--- src/pkg/ssc_cfg.svh ---
`ifndef SSC_CFG_SVH
`define SSC_CFG_SVH

// clock-stop mode field encodings
`define SSC_MODE_NO_DELAY 2'h2
`define SSC_MODE_HALF_DELAY 2'h3
// documented divider width and word length defaults
`define SSC_DIV_WIDTH 8
`define SSC_WORD_WIDTH 8
// reset values
`define SSC_RST_LEVEL 1'h0
`define SSC_RST_COUNT 1'h0
// least phase length in clk_sys cycles (one cycle equals 2H)
`define SSC_MIN_PHASE 1

`endif

--- src/pkg/ssc_pkg.sv ---
package ssc_pkg;

   typedef struct packed {
      logic [1:0] clock_stop_mode;
      logic tx_clock_polarity;
      logic tx_framesync_polarity;
      logic rx_framesync_polarity;
      logic tx_clock_direction;
      logic rx_clock_direction;
      logic tx_framesync_direction;
      logic rx_framesync_direction;
      logic sample_clock_source_sel;
      logic [7:0] clock_divide_value;
   } ssc_cfg_t;

   typedef struct packed {
      logic clk_out;
      logic clk_oe;
      logic fs_out;
      logic fs_oe;
      logic data_out;
      logic data_oe;
   } ssc_pins_t;

   typedef enum logic [1:0] {
      SSC_ST_IDLE = 2'b00,
      SSC_ST_SETUP = 2'b01,
      SSC_ST_SHIFT = 2'b10,
      SSC_ST_HOLD = 2'b11
   } ssc_state_t;

endpackage : ssc_pkg

--- src/design/ssc_clk_div.sv ---
`timescale 1ns/1ps
`include "ssc_cfg.svh"

module ssc_clk_div #(
   parameter int DIV_W = `SSC_DIV_WIDTH
) (
   // clock and reset
   input wire logic clk_sys,
   input wire logic reset,
   // control
   input wire logic run,
   input wire logic level_high,
   input wire logic [DIV_W-1:0] div_value,
   // phase end
   output logic tick
);

   logic [DIV_W:0] cnt_q;
   logic [DIV_W:0] cnt_d;
   logic [DIV_W:0] half_odd;
   logic [DIV_W:0] lo_len;
   logic [DIV_W:0] hi_len;
   logic [DIV_W:0] len;

   // ------------------------------------------------------------
   // phase lengths, one count equals 2H
   // ------------------------------------------------------------
   always_comb begin
      half_odd = ({1'b0, div_value} + {{DIV_W{1'b0}}, 1'b1}) >> 1;
      if (div_value[0] || (div_value == '0)) begin
         lo_len = half_odd; // RULE3
         hi_len = half_odd; // RULE4
      end else begin
         lo_len = {1'b0, div_value} >> 1; // RULE3
         hi_len = ({1'b0, div_value} >> 1) + {{DIV_W{1'b0}}, 1'b1}; // RULE4
      end
      if (lo_len < (DIV_W+1)'(`SSC_MIN_PHASE)) begin
         lo_len = (DIV_W+1)'(`SSC_MIN_PHASE);
      end
      // zero divide would give a zero high phase and make the counter run up to all ones before it ticks
      if (hi_len < (DIV_W+1)'(`SSC_MIN_PHASE)) begin
         hi_len = (DIV_W+1)'(`SSC_MIN_PHASE);
      end
      len = level_high ? hi_len : lo_len;
      tick = run && (cnt_q == len - {{DIV_W{1'b0}}, 1'b1}); // RULE2
      if (!run || tick) begin
         cnt_d = '0;
      end else begin
         cnt_d = cnt_q + {{DIV_W{1'b0}}, 1'b1};
      end
   end

   always_ff @(posedge clk_sys) begin
      if (reset) begin
         cnt_q <= '0;
      end else begin
         cnt_q <= cnt_d;
      end
   end

endmodule : ssc_clk_div

--- src/design/ssc_port.sv ---
`timescale 1ns/1ps
`include "ssc_cfg.svh"
// Behaviour
// RULE1 - both clock-stop modes work with either clock polarity, four variants in all.
// RULE2 - the master serial clock period is (1 + divide value) times 2H; with divide value 0 the code gives 2 times 2H, one 2H per phase.
// RULE3 - the low phase is half the period for odd or zero divide, else divide/2 times 2H.
// RULE4 - the high phase is half the period for odd or zero divide, else (divide/2+1) times 2H.
// RULE5 - as master with frame-sync polarity set, the enable output is driven active low.
// RULE6 - as slave, the received frame-sync levels are inverted per polarity before use.
// RULE7 - software sets the sample clock to half the CPU clock for any slave setup.
// RULE8 - master uses transmit clock and frame-sync driven out, receive ones as inputs.
// RULE9 - slave has all four direction bits at zero so the master drives clock and enable.
// RULE10 - with the mode off or nothing pending the master clock idles and enable is off.
// RULE11 - the mode ending in 1 moves the data phase half a serial clock earlier; the code puts its first bit out at the first edge, half a clock later.

module ssc_port #(
   parameter int DIV_W = `SSC_DIV_WIDTH,
   parameter int WORD_W = `SSC_WORD_WIDTH
) (
   // clock and reset
   input wire logic clk_sys,
   input wire logic reset,
   // configuration
   input wire ssc_pkg::ssc_cfg_t cfg,
   // transmit word
   input wire logic [WORD_W-1:0] tx_data,
   input wire logic tx_valid,
   output logic tx_ready,
   // receive word
   output logic [WORD_W-1:0] rx_data,
   output logic rx_valid,
   // status
   output logic busy,
   // pins
   input wire logic tx_serial_clock_pin_in,
   input wire logic tx_framesync_pin_in,
   input wire logic rx_framesync_pin_in,
   input wire logic data_in,
   output ssc_pkg::ssc_pins_t pins
);

   localparam int EC_W = $clog2(2 * WORD_W + 1);
   localparam int BC_W = $clog2(WORD_W);

   generate
      if (WORD_W < 2 || DIV_W < 1 || DIV_W > 8) begin : g_check
         $error("ssc_port: word width below 2 or divider width outside 1..8");
      end
   endgenerate

   // ------------------------------------------------------------
   // mode decode
   // ------------------------------------------------------------
   logic mode_on;
   logic cpha;
   logic master;
   logic pol;
   assign mode_on = cfg.clock_stop_mode[1]; // RULE1
   assign cpha = cfg.clock_stop_mode[0]; // RULE11
   assign master = cfg.tx_clock_direction; // RULE8 RULE9
   assign pol = cfg.tx_clock_polarity; // RULE1

   // ------------------------------------------------------------
   // state
   // ------------------------------------------------------------
   ssc_pkg::ssc_state_t st_q, st_d;
   logic sclk_act_q, sclk_act_d;
   logic [EC_W-1:0] ecnt_q, ecnt_d;
   logic [WORD_W-1:0] tx_sh_q, tx_sh_d;
   logic [WORD_W-1:0] rx_sh_q, rx_sh_d;
   logic [BC_W-1:0] bcnt_q, bcnt_d;
   logic [WORD_W-1:0] rx_data_q, rx_data_d;
   logic rx_valid_q, rx_valid_d;
   logic dx_q, dx_d;
   logic sclk_prev_q, sclk_prev_d;
   logic sel_prev_q, sel_prev_d;

   logic tick;
   logic div_run;
   logic sclk_in_act;
   logic sel_tx;
   logic sel_rx;
   logic sel_rise;
   logic lead_ev;
   logic trail_ev;
   logic sample_ev;
   logic shift_ev;
   logic load;
   logic [WORD_W-1:0] load_word;

   assign div_run = mode_on && master && (st_q != ssc_pkg::SSC_ST_IDLE);

   ssc_clk_div #(
      .DIV_W(DIV_W)
   ) u_div (
      .clk_sys(clk_sys),
      .reset(reset),
      .run(div_run),
      .level_high(sclk_act_q ^ pol),
      .div_value(cfg.clock_divide_value[DIV_W-1:0]), // RULE2
      .tick(tick)
   );

   // ------------------------------------------------------------
   // edge events for both roles
   // ------------------------------------------------------------
   always_comb begin
      sclk_in_act = tx_serial_clock_pin_in ^ pol;
      sel_tx = mode_on && !master && (tx_framesync_pin_in ^ cfg.tx_framesync_polarity); // RULE6
      sel_rx = mode_on && !master && (rx_framesync_pin_in ^ cfg.rx_framesync_polarity); // RULE6
      sel_rise = sel_tx && !sel_prev_q;
      if (master) begin
         lead_ev = (st_q == ssc_pkg::SSC_ST_SHIFT) && tick && !sclk_act_q;
         trail_ev = (st_q == ssc_pkg::SSC_ST_SHIFT) && tick && sclk_act_q;
      end else begin
         lead_ev = sel_tx && sclk_in_act && !sclk_prev_q;
         trail_ev = sel_tx && !sclk_in_act && sclk_prev_q;
      end
      sample_ev = (cpha ? trail_ev : lead_ev) && (master || sel_rx); // RULE11
      shift_ev = cpha ? lead_ev : trail_ev; // RULE11
      if (master) begin
         tx_ready = mode_on && (st_q == ssc_pkg::SSC_ST_IDLE);
      end else begin
         tx_ready = sel_rise;
      end
      load = master ? (tx_ready && tx_valid) : sel_rise;
      load_word = tx_valid ? tx_data : '0;
   end

   // ------------------------------------------------------------
   // master sequencer
   // ------------------------------------------------------------
   always_comb begin
      st_d = st_q;
      sclk_act_d = sclk_act_q;
      ecnt_d = ecnt_q;
      if (!mode_on || !master) begin
         st_d = ssc_pkg::SSC_ST_IDLE; // RULE10
         sclk_act_d = `SSC_RST_LEVEL;
         ecnt_d = '0;
      end else begin
         unique case (st_q)
            ssc_pkg::SSC_ST_IDLE: begin
               sclk_act_d = `SSC_RST_LEVEL; // RULE10
               ecnt_d = '0;
               if (load) begin
                  st_d = ssc_pkg::SSC_ST_SETUP;
               end
            end
            ssc_pkg::SSC_ST_SETUP: begin
               if (tick) begin
                  st_d = ssc_pkg::SSC_ST_SHIFT;
               end
            end
            ssc_pkg::SSC_ST_SHIFT: begin
               if (tick) begin
                  sclk_act_d = !sclk_act_q; // RULE2
                  ecnt_d = ecnt_q + {{(EC_W-1){1'b0}}, 1'b1};
                  if (ecnt_q == EC_W'(2 * WORD_W - 1)) begin
                     st_d = ssc_pkg::SSC_ST_HOLD;
                  end
               end
            end
            ssc_pkg::SSC_ST_HOLD: begin
               if (tick) begin
                  st_d = ssc_pkg::SSC_ST_IDLE;
               end
            end
         endcase
      end
   end

   always_ff @(posedge clk_sys) begin
      if (reset) begin
         st_q <= ssc_pkg::SSC_ST_IDLE;
         sclk_act_q <= `SSC_RST_LEVEL;
         ecnt_q <= '0;
      end else begin
         st_q <= st_d;
         sclk_act_q <= sclk_act_d;
         ecnt_q <= ecnt_d;
      end
   end

   // ------------------------------------------------------------
   // data path
   // ------------------------------------------------------------
   always_comb begin
      tx_sh_d = tx_sh_q;
      dx_d = dx_q;
      rx_sh_d = rx_sh_q;
      bcnt_d = bcnt_q;
      rx_data_d = rx_data_q;
      rx_valid_d = 1'b0;
      sclk_prev_d = sclk_in_act;
      sel_prev_d = sel_tx;
      if (load) begin
         // no-delay mode shows the first bit at once, delayed mode at the first edge
         dx_d = cpha ? `SSC_RST_LEVEL : load_word[WORD_W-1]; // RULE11
         tx_sh_d = cpha ? load_word : {load_word[WORD_W-2:0], 1'b0};
         bcnt_d = '0;
      end else if (shift_ev) begin
         dx_d = tx_sh_q[WORD_W-1];
         tx_sh_d = {tx_sh_q[WORD_W-2:0], 1'b0};
      end
      if (sample_ev && !load) begin
         rx_sh_d = {rx_sh_q[WORD_W-2:0], data_in};
         if (bcnt_q == BC_W'(WORD_W - 1)) begin
            bcnt_d = '0;
            rx_data_d = {rx_sh_q[WORD_W-2:0], data_in};
            rx_valid_d = 1'b1;
         end else begin
            bcnt_d = bcnt_q + {{(BC_W-1){1'b0}}, 1'b1};
         end
      end
   end

   always_ff @(posedge clk_sys) begin
      if (reset) begin
         tx_sh_q <= '0;
         dx_q <= `SSC_RST_LEVEL;
         rx_sh_q <= '0;
         bcnt_q <= '0;
         rx_data_q <= '0;
         rx_valid_q <= `SSC_RST_COUNT;
         sclk_prev_q <= `SSC_RST_LEVEL;
         sel_prev_q <= `SSC_RST_LEVEL;
      end else begin
         tx_sh_q <= tx_sh_d;
         dx_q <= dx_d;
         rx_sh_q <= rx_sh_d;
         bcnt_q <= bcnt_d;
         rx_data_q <= rx_data_d;
         rx_valid_q <= rx_valid_d;
         sclk_prev_q <= sclk_prev_d;
         sel_prev_q <= sel_prev_d;
      end
   end

   // ------------------------------------------------------------
   // pins and status
   // ------------------------------------------------------------
   assign rx_data = rx_data_q;
   assign rx_valid = rx_valid_q;
   assign busy = (st_q != ssc_pkg::SSC_ST_IDLE) || sel_tx;
   assign pins.clk_out = sclk_act_q ^ pol; // RULE10 RULE1
   assign pins.clk_oe = mode_on && cfg.tx_clock_direction; // RULE8
   // enable is active while the sequencer runs; polarity set makes it active low
   assign pins.fs_out = (st_q != ssc_pkg::SSC_ST_IDLE) ^ cfg.tx_framesync_polarity; // RULE5
   assign pins.fs_oe = mode_on && cfg.tx_framesync_direction; // RULE8
   assign pins.data_out = dx_q;
   assign pins.data_oe = master ? (st_q != ssc_pkg::SSC_ST_IDLE) : sel_tx;

endmodule : ssc_port

--- config.mk ---
export PLATFORM = sky130hd
export DESIGN_NAME = ssc_port
export DESIGN_NICKNAME = d
export VERILOG_FILES = /design/src/pkg/ssc_pkg.sv /design/src/design/ssc_clk_div.sv /design/src/design/ssc_port.sv
export VERILOG_INCLUDE_DIRS = /design/src /design/src/pkg
export SDC_FILE = /design/constraint.sdc
export NUM_CORES = 1
export LEC_CHECK = 0
export ABC_AREA = 1
export ABC_CLOCK_PERIOD_IN_PS = 3700
export BUFFER_PORTS_ARGS = -buffer_cell sky130_fd_sc_hd__buf_2
export CAP_MARGIN = 20
export CORE_MARGIN = 2
export CORE_UTILIZATION = 49
export CTS_CLUSTER_SIZE = 30
export DETAILED_ROUTE_END_ITERATION = 8
export MAX_ROUTING_LAYER = met4
export PLACE_DENSITY = 0.7
export SLEW_MARGIN = 20
export SYNTH_ARGS = -nofsm -noshare
export SYNTH_HDL_FRONTEND = slang
export SYNTH_SLANG_ARGS = --single-unit
export TNS_END_PERCENT = 30
--- constraint.sdc ---
create_clock -name clk_sys -period 3.7 [get_ports clk_sys]
set_input_delay 0.185 -clock clk_sys [delete_from_list [all_inputs] [get_ports clk_sys]]
set_output_delay 0.185 -clock clk_sys [all_outputs]
set_load 0.03 [all_outputs]
Word level (Yosys, flattened, before mapping) --
Index checks and enable logic that the tools add are counted.
Storage, ports and cells: bits in registers 47, input bits 33, word-level logic and storage cells 114
Cells by class: bitwise gates (word level) 6, equal/unequal tests 11, magnitude comparators 2, multiplexer cells 33, reduce and logical (&&, ||, !) cells 44, add/sub/neg operators 6
Operators with widths (number):
- $mux 8 | 6
- $mux 9 | 3
- $logic_and 1x1->1 | 19
- $lt 9x1->1 const B | 2
- $mux 1 | 12
- $mux 2 | 5
- $pmux 5 s2 | 1
- $add 8x1->9 const B | 1
- $add 9x1->9 const B | 1
- $eq 9x9->1 | 1
- $mux 3 | 3
- $sub 9x1->9 const B | 1
- $add 7x1->8 const B | 1
- $logic_not 1->1 | 8
- $logic_not 8->1 | 1
- $ne 2x2->1 const B | 4
- $pmux 2 s4 | 1
- $reduce_bool 2->1 | 4
- $reduce_or 2->1 | 3
- $add 5x1->5 const B | 1
- $eq 5x4->1 const B | 1
- $logic_or 1x1->1 | 5
- $mux 5 | 1
- $reduce_and 5->1 | 1
- other kinds (10) | 16

Longest topological paths before layout --
Gate-level depths: netlist of run 1.
word-level depth 17, mapped depth 30, depth with buffers taken out 30

Hierarchy --
From an unflattened synthesis of run 1, not the netlist that was laid out.
Unflattened totals: cell total of the unflattened synthesis 534, area total of the unflattened synthesis 3490.8 µm²
By module, submodules not included:
- ssc_port | cells each 289, area an instance 2038.2 µm², instances 1
- ssc_clk_div | cells each 245, area an instance 1452.6 µm², instances 1

Least setup slack after synthesis of run 1 --
No wires, ideal clock.
path kind input -> register, from input cfg[0] (netlist name), to register bcnt_q[0], path slack 641 ps, path buffers 1, data arrival time 2991 ps, required time 3632 ps, stages 26, cell sequence clkinv_1 -> ha_1 -> nand3_1 -> nor2_1 -> nor2_1 -> nand2_1 -> nand2_1 -> nor2_1 -> nand2_1 -> nand2_1 -> nand2_2 -> ha_1 -> nand3_4 -> nor2_2 -> nand3_1 -> xnor2_1 -> nor2_1 -> nand3_1 -> nor2_4 -> nand4_2 -> nand3_2 -> nand3_4 -> nor2_4 -> buf_6 -> nand2_2 -> a21oi_2
Between the ends: cells in the longest elaborated chain, start to end 16, elaborated cells on any way between the ends 23, classes of those cells 2 x add/sub; 2 x order compare; 1 x eq/ne; 9 x mux; 9 x reduce/logical
RTL lines:
- from (decl) | line ssc_port.sv:24 | input wire ssc_pkg::ssc_cfg_t cfg,
- branches (longest 5 deep; another with $add 8x1->9)
- $mux 9 * | line ssc_clk_div.sv:44 | len = level_high ? hi_len : lo_len;
- $sub 9x1->9 * | line ssc_clk_div.sv:45 | tick = run && (cnt_q == len - {{DIV_W{1'b0}}, 1'b1});
- $eq 9x9->1 * | line ssc_clk_div.sv:45
- $logic_and 1x1->1 * | line ssc_clk_div.sv:45
- $logic_and 1x1->1 * | line ssc_port.sv:113, ssc_port.sv:114
- $logic_and 1x1->1, on equally long branches | line ssc_port.sv:113, ssc_port.sv:114
- $mux 1 | line ssc_port.sv:112 | if (master) begin
- $mux 1 * | line ssc_port.sv:119 | sample_ev = (cpha ? trail_ev : lead_ev) && (master || sel_rx);
- $logic_and 1x1->1 * | line ssc_port.sv:119
- $logic_and 1x1->1 * | line ssc_port.sv:206 | if (sample_ev && !load) begin
- $mux 3 / $reduce_bool 2->1 (equally long branches)
- to (signal assigned) | line ssc_port.sv:232 | bcnt_q <= bcnt_d;
- to (decl) | line ssc_port.sv:71 | logic [BC_W-1:0] bcnt_q, bcnt_d;
Every way passes the cells marked *. A chain may end at the register's enable or synchronous reset.

Final worst setup path of run 1 --
from input cfg[0] (netlist name), to register rx_data_q[0], in the netlist rx_data[0]
Between the ends: cells in the longest elaborated chain, start to end 16, elaborated cells on any way between the ends 22, classes of those cells 2 x add/sub; 2 x order compare; 1 x eq/ne; 8 x mux; 9 x reduce/logical
RTL lines:
- branches (longest 5 deep; another with $add 8x1->9)
- $mux 9 * | line ssc_clk_div.sv:44
- $sub 9x1->9 * | line ssc_clk_div.sv:45
- $eq 9x9->1 * | line ssc_clk_div.sv:45
- $logic_and 1x1->1 * | line ssc_clk_div.sv:45
- $logic_and 1x1->1 * | line ssc_port.sv:113, ssc_port.sv:114
- $logic_and 1x1->1, on equally long branches | line ssc_port.sv:113, ssc_port.sv:114
- $mux 1 | line ssc_port.sv:112
- $mux 1 * | line ssc_port.sv:119
- $logic_and 1x1->1 * | line ssc_port.sv:119
- $logic_and 1x1->1 * | line ssc_port.sv:206
- $reduce_and 2->1 (no line) *
- to (signal assigned) | line ssc_port.sv:233 | rx_data_q <= rx_data_d;
- to (decl) | line ssc_port.sv:72 | logic [WORD_W-1:0] rx_data_q, rx_data_d;
Marks and branches as above.

==> load_flow_metrics.sql, run 1 <==
INSERT INTO impl_metrics (metric_group, metric, value, unit) VALUES
('outcome', 'status', 'finished clean', ''),
('clocking', 'cts_made_buffers', '5', ''),
('sta', 'report.final.hold_viol_count', '0', ''),
('clocking', 'cts_setup_buffers', '0', ''),
('die', 'num_rows', '30', ''),
('die', 'floorplan.die.height', '86.4', 'um'),
('synthesis', 'synthesis.area_per_instance', '6.45', 'um2'),
('drt', 'routed_wl', '6.95', 'mm'),
('critical_path', 'worstPathArrival', '3.46', 'ns'),
('die', 'start_util', '49.8', '%'),
('grt', 'grt_pass1_vias', '2942', ''),
('critical_path', 'critical_path_required', '3.90', 'ns'),
('power', 'total_leakage_power', '1.80', 'nW'),
('min_path', 'timing.hold.worst.class', 'input port to flip-flop', ''),
('sta', 'fmax', '306', 'MHz'),
('drt', 'dr.max_layer_used', 'met4', ''),
('grt', 'gr-usage-all-layers', '19.7', '%'),
('die', 'io_pins', '50', ''),
('synthesis', 'synth_xor_area_share', '4.43', '%'),
('sta', 'fin_crit_sh', '88.3', '%'),
('sta', 'timing.setup.tns', '0', 'ns'),
('place', 'port_buffers', '46', ''),
('clocking', 'h-tree-depth', '2', ''),
('sta', 'measured_slew_at_the_worst_slew_check_pin', '0.836', 'ns'),
('drt', 'detailroute.via_count', '3259', ''),
('clocking', 'clock_sink_count', '47', ''),
('synthesis', 'synth.net_count', '563', ''),
('drt', 'met1Wirelength', '3.30', 'mm'),
('clocking', 'worst_skew_pair.late_latency', '0.30', 'ns'),
('layout', 'antenna_cells', '0', ''),
('critical_path', 'kind_of_critical_path', 'input port to flip-flop', ''),
('sta', 'final.setup_skew', '0.00700', 'ns'),
('critical_path', 'setup.worst_path.start', 'cfg[0]', ''),
('drt', 'wl_met2', '3.35', 'mm'),
('synthesis', 'sequential_fraction_of_the_synthesis_area', '28.3', '%'),
('synthesis', 'synth_seq_cells', '47', ''),
('critical_path', 'startpoint_type', 'input port', ''),
('power', 'power_density_over_the_cells', '315', 'nW/um2'),
('layout', 'multiInputGateArea', '2060', 'um2'),
('die', 'fp.coreArea', '6680', 'um2'),
('place', 'placed_wire_length_estimate', '5.61', 'mm'),
('grt', 'grt_pass1_wl', '12.0', 'mm'),
('drt', 'detail_route.vias_per_cell', '5.08', ''),
('synthesis', 'post_synthesis_share_of_cell_area_spent_on_full_adders_half_adders_and_majority_gates', '5.26', '%'),
('grt', 'globalRoute.totalOverflow', '0', ''),
('sta', 'maxSlewHeadroom', '43.8', '%'),
('layout', 'fillCellCount', '675', ''),
('place', 'finalWeightedCongestion', '0.918', ''),
('clocking', 'clk_transition_reported_paths', '0.09', 'ns'),
('critical_path', 'cp-end-kind', 'flip-flop', ''),
('clocking', 'clockRootBuffer', 'sky130_fd_sc_hd__clkbuf_8', ''),
('critical_path', 'crit_top_cell', 'sky130_fd_sc_hd__nand2_1', ''),
('synthesis', 'postSynthCellCount', '516', ''),
('clocking', 'tritoncts_clock_tree', 'built', ''),
('synthesis', 'yosys-mux-area-fraction', '0', '%'),
('synthesis', 'synth_compound_gate_area_share', '11.9', '%'),
('grt', 'antenna_found_initial', '0', ''),
('die', 'die_area', '7470', 'um2'),
('die', 'die_width', '86.4', 'um'),
('layout', 'areaGrowthSynthToFinish', '12.8', '%'),
('synthesis', 'netlist-cell-type-count', '39', ''),
('synthesis', 'synthesis.yosys.warnings', '0', ''),
('sta', 'finalMaxSlewViolations', '0', ''),
('synthesis', 'synthesis.area', '3330', 'um2'),
('critical_path', 'cpMaxStageDelayCell', 'sky130_fd_sc_hd__ha_1', ''),
('critical_path', 'cp_max_fo', '7', ''),
('power', 'vdd.ir_drop.worst', '0.000205', 'V'),
('clocking', 'cts_buffer_depth', '2', ''),
('job', 'max_cap_violations', '0', ''),
('sta', 'setup_viol', '0', ''),
('drt', 'detail_route.first_pass.iterations', '5', '');
==> power by group <==
part / switching, mW / internal [mW] / total (mW)
sequential: 0.00961 / 0.523 / 0.533
clock: 0.178 / 0.205 / 0.383
combinational: 0.176 / 0.0911 / 0.267
==> flip-flops by register name (all words and copies together), names as in the netlist <==
signal,count
st_q,2
sclk_prev_q,1
dx_q,1
sel_prev_q,1
ecnt_q,5
rx_valid,1
bcnt_q,3
u_div.cnt_q,9
sclk_act_q,1
rx_sh_q,7
rx_data,8
tx_sh_q,8
==> Yosys cell counts <==
cell type                  count  area (um2)
sky130_fd_sc_hd__nand3b_1      3        22.5
sky130_fd_sc_hd__nor3_1        3        15.0
sky130_fd_sc_hd__nand3_4       2        35.0
sky130_fd_sc_hd__nand3_2       4        40.0
sky130_fd_sc_hd__o31ai_1       2        15.0
sky130_fd_sc_hd__o21ai_0      30         150
sky130_fd_sc_hd__nor2_2        3        18.8
sky130_fd_sc_hd__inv_1        58         218
sky130_fd_sc_hd__clkinv_1      6        22.5
sky130_fd_sc_hd__nand3_1      45         225
sky130_fd_sc_hd__nor2_1       66         248
sky130_fd_sc_hd__buf_1         1        3.75
sky130_fd_sc_hd__o21ai_1       5        25.0
sky130_fd_sc_hd__buf_2         1        5.00
sky130_fd_sc_hd__nand2_1     131         492
sky130_fd_sc_hd__xor2_1       13         114
sky130_fd_sc_hd__a21oi_1      20         100
sky130_fd_sc_hd__xor2_2        1        16.3
sky130_fd_sc_hd__ha_1         14         175
sky130_fd_sc_hd__o22ai_1       2        12.5
sky130_fd_sc_hd__nor2_4        4        45.0
sky130_fd_sc_hd__nand2_4       2        22.5
sky130_fd_sc_hd__nand4_1      10        62.6
sky130_fd_sc_hd__xnor2_1       2        17.5
sky130_fd_sc_hd__o211ai_1      7        52.6
sky130_fd_sc_hd__dfxtp_1      47         941
sky130_fd_sc_hd__a211oi_1      1        7.51
sky130_fd_sc_hd__clkbuf_1      7        26.3
sky130_fd_sc_hd__or2_2         1        6.26
sky130_fd_sc_hd__inv_2         5        18.8
sky130_fd_sc_hd__nor4_1        1        6.26
sky130_fd_sc_hd__a21oi_2       3        26.3
sky130_fd_sc_hd__buf_6         1        11.3
sky130_fd_sc_hd__buf_4         3        22.5
sky130_fd_sc_hd__nand2_2       6        37.5
sky130_fd_sc_hd__inv_4         1        6.26
sky130_fd_sc_hd__o21bai_1      1        7.51
sky130_fd_sc_hd__nand4_2       3        37.5
sky130_fd_sc_hd__nand4_4       1        21.3
==> final timing paths <==
check	to	slack, ns	depth (start not counted)
max	rx_data[0]	0.43	30
min	rx_data[0]	0.12	3
max reg2reg	rx_data[0]	0.59	20
min reg2reg	rx_data[4]	0.47	2
==> cells by family (layout without fill, tap and decap cells) <==
| kind of cell | count (synthesis) | in the layout |
|---|---|---|
| xor gates and xnor gates | 16 | 16 |
| adders and majority gates | 14 | 14 |
| DFF | 47 | 47 |
| and+or+nand+nor | 285 | 285 |
| buffers and inverters | 83 | 129 |
| AOI/OAI and AO/OA | 71 | 71 |
==> placed cells by master, fill, tap and decap left out, drive strengths merged, types with 2 or more instances in the layout <==
cell	n
o21ai	35
clkbuf	5
nor3	3
o22ai	2
xor2	14
inv	65
nand3b	3
o211ai	7
dfxtp	47
a21oi	23
nor2	73
buf	51
nand2	139
xnor2	2
o31ai	2
clkinv	7
nand3	51
ha	14
nand4	14
==> timing repair <==
item / CTS / global route
endpoints found under the setup margin: 0 / 8
hold buffers: 0 / 0
gates resized for setup: 0 / 3
==> final cells by class <==
cell class | count | share of cell area (%)
clock buffers | 5 | 1.83
flip-flops and latches | 47 | 25.1
multi-input cells | 386 | 55.0
repair buffers | 51 | 7.13
inverters | 70 | 7.06
well taps | 80 | 2.67
clock inverters | 3 | 1.27
==> worst max-delay path: cells and delay by family <==
kind | cells | cell delay, ns
adder cells (fa/ha/maj) | 2 | 0.49
buffers and inverters | 4 | 0.32
AND/OR/NAND/NOR | 24 | 2.44
==> per-layer routing <==
layer  track usage (%)  vias to the layer above
met2              34.5                       52
li1                  -                     1751
met3              2.57                        4
met1              24.3                     1452
met5                 -                        -
met4              4.12                        0
==> per-stage QoR <==
step / utilization (%) / cell area (um2) / hold slack (ns) / worst slack, ns / cells
final: 56.2 / 3750 / 0.119 / 0.434 / 642
after floorplan: - / 3330 / 0.324 / 0.641 / 516
after detailed placement: 54.3 / 3630 / 0.437 / 0.0438 / 634
after global placement: 54.3 / 3630 / 0.430 / 0.120 / 634
after CTS: 56.0 / 3740 / 0.113 / 0.377 / 642
after global routing: 56.2 / 3750 / 0.138 / 0.0135 / 642
(Power assumes the default switching activity.)
==> run 2: changes to the inputs <==
- CTS_BUF_LIST: unset -> sky130_fd_sc_hd__clkbuf_2
==> load_flow_metrics.sql, run 2 (synthesis results as in run 1) <==
INSERT INTO impl_metrics (metric_group, metric, value, unit) VALUES
('clocking', 'cts_buffer_depth', '2', ''),
('power', 'vdd.ir_drop.worst', '0.000196', 'V'),
('layout', 'final_layout_size_suffix_gt1_share', '16.9', '%'),
('drt', 'drcViolationCount', '0', ''),
('outcome', 'status', 'finished clean', ''),
('layout', 'largest_reg_flops', '9', ''),
('layout', 'largest_register', 'u_div.cnt_q', ''),
('critical_path', 'kind_of_critical_path', 'input port to flip-flop', ''),
('critical_path', 'worstPathArrival', '3.54', 'ns'),
('sta', 'final.setup_skew', '0.0211', 'ns'),
('layout', 'fillCellCount', '679', ''),
('power', 'switching_share', '32.7', '%'),
('clocking', 'cts_made_buffers', '5', ''),
('min_path', 'timing.hold.worst.class', 'input port to flip-flop', ''),
('drt', 'detail_route.iter0.violations', '126', ''),
('grt', 'gr-usage-all-layers', '19.8', '%'),
('drt', 'routed_wl', '7.01', 'mm'),
('die', 'die_width', '86.4', 'um'),
('critical_path', 'cpMaxStageDelayCell', 'sky130_fd_sc_hd__nor2_1', ''),
('sta', 'measured_slew_at_the_worst_slew_check_pin', '0.832', 'ns'),
('job', 'max_cap_violations', '0', ''),
('drt', 'detail_route.vias_per_cell', '5.05', ''),
('die', 'floorplan.die.height', '86.4', 'um'),
('clocking', 'clock_sink_count', '47', ''),
('power', 'total_switching_power', '0.358', 'mW'),
('clocking', 'clk_transition_reported_paths', '0.25', 'ns'),
('place', 'port_buffers', '46', ''),
('place', 'finalWeightedCongestion', '0.918', ''),
('sta', 'fmax', '315', 'MHz'),
('sta', 'report.final.hold_viol_count', '0', ''),
('grt', 'grt_pass1_vias', '2944', ''),
('critical_path', 'cpLargestDelayFamily', 'simple AND/OR/NAND/NOR gates', ''),
('clocking', 'clockRootBuffer', 'sky130_fd_sc_hd__clkbuf_2', ''),
('grt', 'grt_start_max_net_pins', '29', ''),
('drt', 'detail_route.first_pass.iterations', '7', ''),
('die', 'io_pins', '50', ''),
('critical_path', 'cp-end-kind', 'flip-flop', ''),
('layout', 'most-common-layout-cells', 'sky130_fd_sc_hd__nand2_1, sky130_fd_sc_hd__nor2_1, sky130_fd_sc_hd__inv_1', ''),
('clocking', 'cts_setup_buffers', '0', ''),
('layout', 'postLayoutCoreUtil', '55.5', '%'),
('drt', 'detailroute.via_count', '3248', ''),
('die', 'num_rows', '30', ''),
('grt', 'globalRoute.totalOverflow', '0', ''),
('sta', 'setup_viol', '0', ''),
('grt', 'antenna_found_initial', '0', ''),
('power', 'clockPowerShare', '26.6', '%'),
('layout', 'layout_commonest_cell', 'sky130_fd_sc_hd__nand2_1', ''),
('layout', 'fin_nets', '609', ''),
('layout', 'antenna_cells', '0', ''),
('critical_path', 'cp_max_fo', '7', ''),
('sta', 'timing.setup.tns', '0', 'ns'),
('power', 'total_leakage_power', '1.78', 'nW'),
('sta', 'finalMaxSlewViolations', '0', ''),
('power', 'p_int', '0.735', 'mW'),
('sta', 'fin_crit_sh', '85.8', '%'),
('power', 'combinationalPowerShare', '24.5', '%'),
('drt', 'detail-route-antenna-nets', '0', ''),
('power', 'power_density_over_the_cells', '294', 'nW/um2'),
('die', 'fp.coreArea', '6680', 'um2'),
('clocking', 'h-tree-depth', '2', ''),
('critical_path', 'worst_path_largest_cell_delay', '0.27', 'ns'),
('sta', 'timing.final.crit_period', '3.18', 'ns'),
('die', 'start_util', '49.8', '%'),
('grt', 'grt_pass1_wl', '11.9', 'mm'),
('layout', 'areaGrowthSynthToFinish', '11.5', '%'),
('clocking', 'tritoncts_clock_tree', 'built', ''),
('sta', 'rsz0062_at_grt', 'no', ''),
('die', 'die_area', '7470', 'um2'),
('clocking', 'worst_skew_pair.late_latency', '0.42', 'ns'),
('drt', 'wl_per_cell', '10.9', 'um'),
('critical_path', 'critical_path_required', '4.06', 'ns'),
('critical_path', 'cp.buffers_inverters', '2', ''),
('critical_path', 'startpoint_type', 'input port', ''),
('sta', 'maxSlewHeadroom', '44.1', '%'),
('place', 'placed_wire_length_estimate', '5.61', 'mm'),
('power', 'p_seq_share', '48.9', '%');
run 2: path summary, 6_finish.rpt:
kind	cells after the start	to	slack, ns	start
worst min-delay path	3	tx_sh_q[0]	0.03	tx_data[0]
worst max-delay path	27	rx_data[3]	0.52	cfg[0]
worst min register to register	2	rx_data[4]	0.48	rx_data[4]
worst max register to register	20	rx_data[3]	0.55	sclk_act_q
run 2: routing by layer:
metal | track usage, % | share of wire (%) | up-vias
met4 | 4.12 | 0.78 | 0
met3 | 2.86 | 3.2 | 4
met5 | - | 0 | -
li1 | - | - | 1751
met1 | 24.0 | 48 | 1443
met2 | 35.0 | 48 | 50
run 2: per-stage QoR:
step	instances	hold slack (ns)	setup slack (ns)	power, mW	cell area (um2)
final	643	0.0316	0.525	1.09	3710
after global routing	643	0.0181	0.112	1.15	3710
after CTS	643	0.0186	0.542	1.10	3710
after detailed placement	634	0.437	0.0438	0.811	3630
after global placement	634	0.430	0.120	0.805	3630
after floorplan	516	0.324	0.641	0.745	3330
run 2: area by class of cell:
class / count / area [um2] / share of cell area [%]
Timing Repair Buffer: 52 / 278 / 7.48
Multi-Input combinational cell: 386 / 2050 / 55.4
Clock inverter: 3 / 47.5 / 1.28
Sequential cell: 47 / 941 / 25.4
Inverter: 70 / 265 / 7.15
Tap cell: 80 / 100 / 2.70
Clock buffer: 5 / 25.0 / 0.674
run 2: timing repair:
| action | in CTS | in global routing |
|---|---|---|
| hold endpoints to repair | 1 | 0 |
| resized for setup | 0 | 0 |
| hold buffers | 1 | 0 |
run 2: worst min-delay path, delay by kind of cell:
kind                   cells  cell delay, ns
AO/OA/AOI/OAI              1            0.06
buffers and inverters      1            0.11
AND/OR/NAND/NOR            1            0.08
run 2: power by group through the flow:
stage | logic, mW | registers, mW | clock network, mW
after floorplan | 0.204 | 0.541 | 0
after global placement | 0.261 | 0.543 | 0
after detailed placement | 0.267 | 0.544 | 0
after CTS | 0.269 | 0.535 | 0.296
after global routing | 0.304 | 0.537 | 0.313
final | 0.268 | 0.535 | 0.290
==> run 3: changes to the inputs <==
- CELL_PAD_IN_SITES_DETAIL_PLACEMENT: unset -> 2
- CELL_PAD_IN_SITES_GLOBAL_PLACEMENT: unset -> 2
- CORE_UTILIZATION: 49 -> 32
- PLACE_DENSITY: 0.7 -> 0.82
- SKIP_LAST_GASP: unset -> 1
==> load_flow_metrics.sql, run 3 (synthesis results as in run 1) <==
INSERT INTO impl_metrics (metric_group, metric, value, unit) VALUES
('critical_path', 'reg2reg_setup_slack', '0.51', 'ns'),
('min_path', 'hold_end', 'sclk_prev_q', ''),
('drt', 'detail_route.first_pass.iterations', '4', ''),
('drt', 'detailroute.wirelength.met3', '186', 'um'),
('critical_path', 'worst_path_largest_cell_delay', '0.24', 'ns'),
('sta', 'timing.setup.tns', '0', 'ns'),
('place', 'dp_cells', '691', ''),
('power', 'p_int', '0.736', 'mW'),
('clocking', 'worst_skew_pair.late_latency', '0.44', 'ns'),
('critical_path', 'cp_max_fo', '10', ''),
('grt', 'grt_pass1_vias', '3784', ''),
('critical_path', 'cp-end-kind', 'flip-flop', ''),
('grt', 'antenna_found_initial', '0', ''),
('die', 'start_util', '32.5', '%'),
('clocking', 'clock_sink_count', '47', ''),
('sta', 'fmax', '305', 'MHz'),
('power', 'clockPowerShare', '26.8', '%'),
('sta', 'layout_setup_ws', '0.425', 'ns'),
('power', 'total_switching_power', '0.386', 'mW'),
('critical_path', 'kind_of_critical_path', 'input port to flip-flop', ''),
('power', 'report.power.total', '1.12', 'mW'),
('drt', 'detail_route.iter0.violations', '101', ''),
('clocking', 'cts_made_buffers', '5', ''),
('die', 'num_rows', '37', ''),
('layout', 'most-common-layout-cells', 'sky130_fd_sc_hd__nand2_1, sky130_fd_sc_hd__nor2_1, sky130_fd_sc_hd__inv_1', ''),
('drt', 'detail_route.vias_per_cell', '4.89', ''),
('sta', 'setup_viol', '0', ''),
('layout', 'final_cell_count_no_fill', '701', ''),
('place', 'placed_wire_length_estimate', '8.12', 'mm'),
('drt', 'dr.max_layer_used', 'met4', ''),
('clocking', 'h-tree-depth', '2', ''),
('sta', 'fin_crit_sh', '88.5', '%'),
('sta', 'final.setup_skew', '0.0322', 'ns'),
('layout', 'areaGrowthSynthToFinish', '14.4', '%'),
('die', 'io_pins', '50', ''),
('die', 'floorplan.die.height', '106', 'um'),
('critical_path', 'worstPathArrival', '3.65', 'ns'),
('sta', 'timing.final.crit_period', '3.27', 'ns'),
('power', 'p_seq_share', '47.8', '%'),
('grt', 'globalRoute.totalOverflow', '0', ''),
('sta', 'finalMaxSlewViolations', '0', ''),
('critical_path', 'r2r-end', 'bcnt_q[2]', ''),
('critical_path', 'startpoint_type', 'input port', ''),
('sta', 'rsz0062_at_grt', 'yes', ''),
('critical_path', 'cp.buffers_inverters', '3', ''),
('drt', 'detailroute.via_count', '3426', ''),
('job', 'max_cap_violations', '0', ''),
('sta', 'measured_slew_at_the_worst_slew_check_pin', '0.812', 'ns'),
('drt', 'wl_met2', '5.05', 'mm'),
('sta', 'report.final.hold_viol_count', '0', ''),
('grt', 'gr-usage-all-layers', '19.0', '%'),
('layout', 'fin_nets', '611', ''),
('clocking', 'clk_transition_reported_paths', '0.28', 'ns'),
('clocking', 'clockRootBuffer', 'sky130_fd_sc_hd__clkbuf_2', ''),
('place', 'finalWeightedCongestion', '0.830', ''),
('die', 'die_width', '106', 'um'),
('critical_path', 'cpLargestDelayFamily', 'simple AND/OR/NAND/NOR gates', ''),
('layout', 'largest_register', 'u_div.cnt_q', ''),
('drt', 'routed_wl', '9.88', 'mm'),
('drt', 'wl_per_cell', '14.1', 'um'),
('layout', 'antenna_cells', '0', ''),
('power', 'total_leakage_power', '1.79', 'nW'),
('clocking', 'cts_buffer_depth', '2', ''),
('layout', 'final_layout_size_suffix_gt1_share', '17.2', '%'),
('power', 'vdd.ir_drop.worst', '0.000186', 'V'),
('min_path', 'timing.hold.worst.start', 'tx_serial_clock_pin_in', ''),
('critical_path', 'ff2ff_path_depth', '21', ''),
('critical_path', 'critical_path_required', '4.07', 'ns'),
('layout', 'largest_reg_flops', '9', ''),
('sta', 'maxSlewHeadroom', '45.4', '%'),
('critical_path', 'crit_top_cell', 'sky130_fd_sc_hd__nand2_1', ''),
('min_path', 'timing.hold.worst.class', 'input port to flip-flop', ''),
('layout', 'fillCellCount', '1291', ''),
('critical_path', 'cpMaxStageDelayCell', 'sky130_fd_sc_hd__ha_1', ''),
('power', 'switching_share', '34.4', '%'),
('place', 'placement.setup.worst_slack', '-0.173', 'ns'),
('clocking', 'tritoncts_clock_tree', 'built', ''),
('drt', 'met1Wirelength', '4.54', 'mm'),
('drt', 'detail-route-antenna-nets', '0', ''),
('critical_path', 'critical_path.reg2reg.startpoint', 'sclk_act_q', ''),
('place', 'port_buffers', '46', ''),
('die', 'fp.coreArea', '10200', 'um2'),
('die', 'die_area', '11200', 'um2'),
('min_path', 'hold-path-cell-count', '4', ''),
('drt', 'drcViolationCount', '0', ''),
('power', 'combinationalPowerShare', '25.5', '%'),
('power', 'power_density_over_the_cells', '295', 'nW/um2'),
('grt', 'grt_pass1_wl', '17.3', 'mm'),
('grt', 'grt_start_max_net_pins', '29', ''),
('sta', 'worst_hold_slack', '0.0340', 'ns'),
('layout', 'layout_commonest_cell', 'sky130_fd_sc_hd__nand2_1', ''),
('outcome', 'status', 'finished clean', '');
-- run 3: cell types whose count changed in the layout (fill, tap and decap cells not counted), sizes merged --
cell | previous run | this run
buf | 51 | 52
clkinv | 7 | 6
clkinvlp | 0 | 1
dlygate4sd3 | 1 | 2
-- run 3: worst max-delay path by stage --
stage / cells past startpoint / startpoint / end
2_1_floorplan: 26 / cfg[0] / bcnt_q[0]
3_3_place_gp: 30 / cfg[0] / rx_data[1]
3_5_place_dp: 28 / cfg[1] / rx_data[3]
4_1_cts: 28 / cfg[1] / rx_data[3]
5_1_grt: 28 / cfg[1] / rx_sh_q[0]
6_report: 28 / cfg[1] / bcnt_q[2]
-- run 3: power by group through the flow --
stage          sequential, mW  clock, mW  combinational (mW)
3_3_place_gp            0.543          0               0.272
2_1_floorplan           0.541          0               0.204
3_5_place_dp            0.545          0               0.286
4_1_cts                 0.536      0.314               0.290
5_1_grt                 0.539      0.335               0.329
6_report                0.536      0.301               0.286
-- run 3: timing repair --
| item | CTS | global route |
|---|---|---|
| gates resized for setup | 0 | 2 |
| hold buffers | 2 | 0 |
| hold endpoints to repair | 2 | 0 |
| setup buffers | 0 | 0 |
| endpoints found under the setup margin | 0 | 13 |
-- run 3: cell type report --
| cell class | instances | area [um2] | share of cell area [%] |
|---|---|---|---|
| Clock buffer | 5 | 25.0 | 0.657 |
| Inverter | 70 | 265 | 6.97 |
| Multi-Input combinational cell | 386 | 2060 | 54.2 |
| Sequential cell | 47 | 941 | 24.7 |
| Timing Repair Buffer | 54 | 295 | 7.76 |
| Clock inverter | 3 | 46.3 | 1.22 |
| Tap cell | 136 | 170 | 4.47 |
-- run 3: per-layer routing --
metal	global-route usage [%]	vias to the layer above
met1	22.4	1624
met4	4.23	0
li1	-	1756
met2	34.6	37
met3	2.27	9
met5	-	-
-- run 3: per-stage QoR --
step	utilization [%]	instance area (um2)
2_1_floorplan	-	3330
3_5_place_dp	36.2	3710
5_1_grt	37.2	3810
4_1_cts	37.1	3800
6_report	37.2	3810
3_3_place_gp	36.2	3710
-- run 3: worst register-to-register path, stage by stage, from the launching register on --
cell	delay (ns)
sky130_fd_sc_hd__dfxtp_1	0.43
sky130_fd_sc_hd__xor2_2	0.21
sky130_fd_sc_hd__buf_4	0.18
sky130_fd_sc_hd__nor2_1	0.12
sky130_fd_sc_hd__nand2_1	0.09
sky130_fd_sc_hd__nand2_2	0.08
sky130_fd_sc_hd__ha_1	0.21
sky130_fd_sc_hd__nand3_4	0.12
sky130_fd_sc_hd__nor2_4	0.16
sky130_fd_sc_hd__nand2_1	0.07
sky130_fd_sc_hd__nand2_1	0.08
sky130_fd_sc_hd__nand2_1	0.06
sky130_fd_sc_hd__nand2_1	0.07
sky130_fd_sc_hd__nand4_2	0.12
sky130_fd_sc_hd__nor2_4	0.20
sky130_fd_sc_hd__nand4_2	0.12
sky130_fd_sc_hd__nand3_2	0.16
sky130_fd_sc_hd__nand3_4	0.12
sky130_fd_sc_hd__nor2_4	0.13
sky130_fd_sc_hd__buf_4	0.20
sky130_fd_sc_hd__nand2_2	0.07
sky130_fd_sc_hd__a21oi_2	0.11
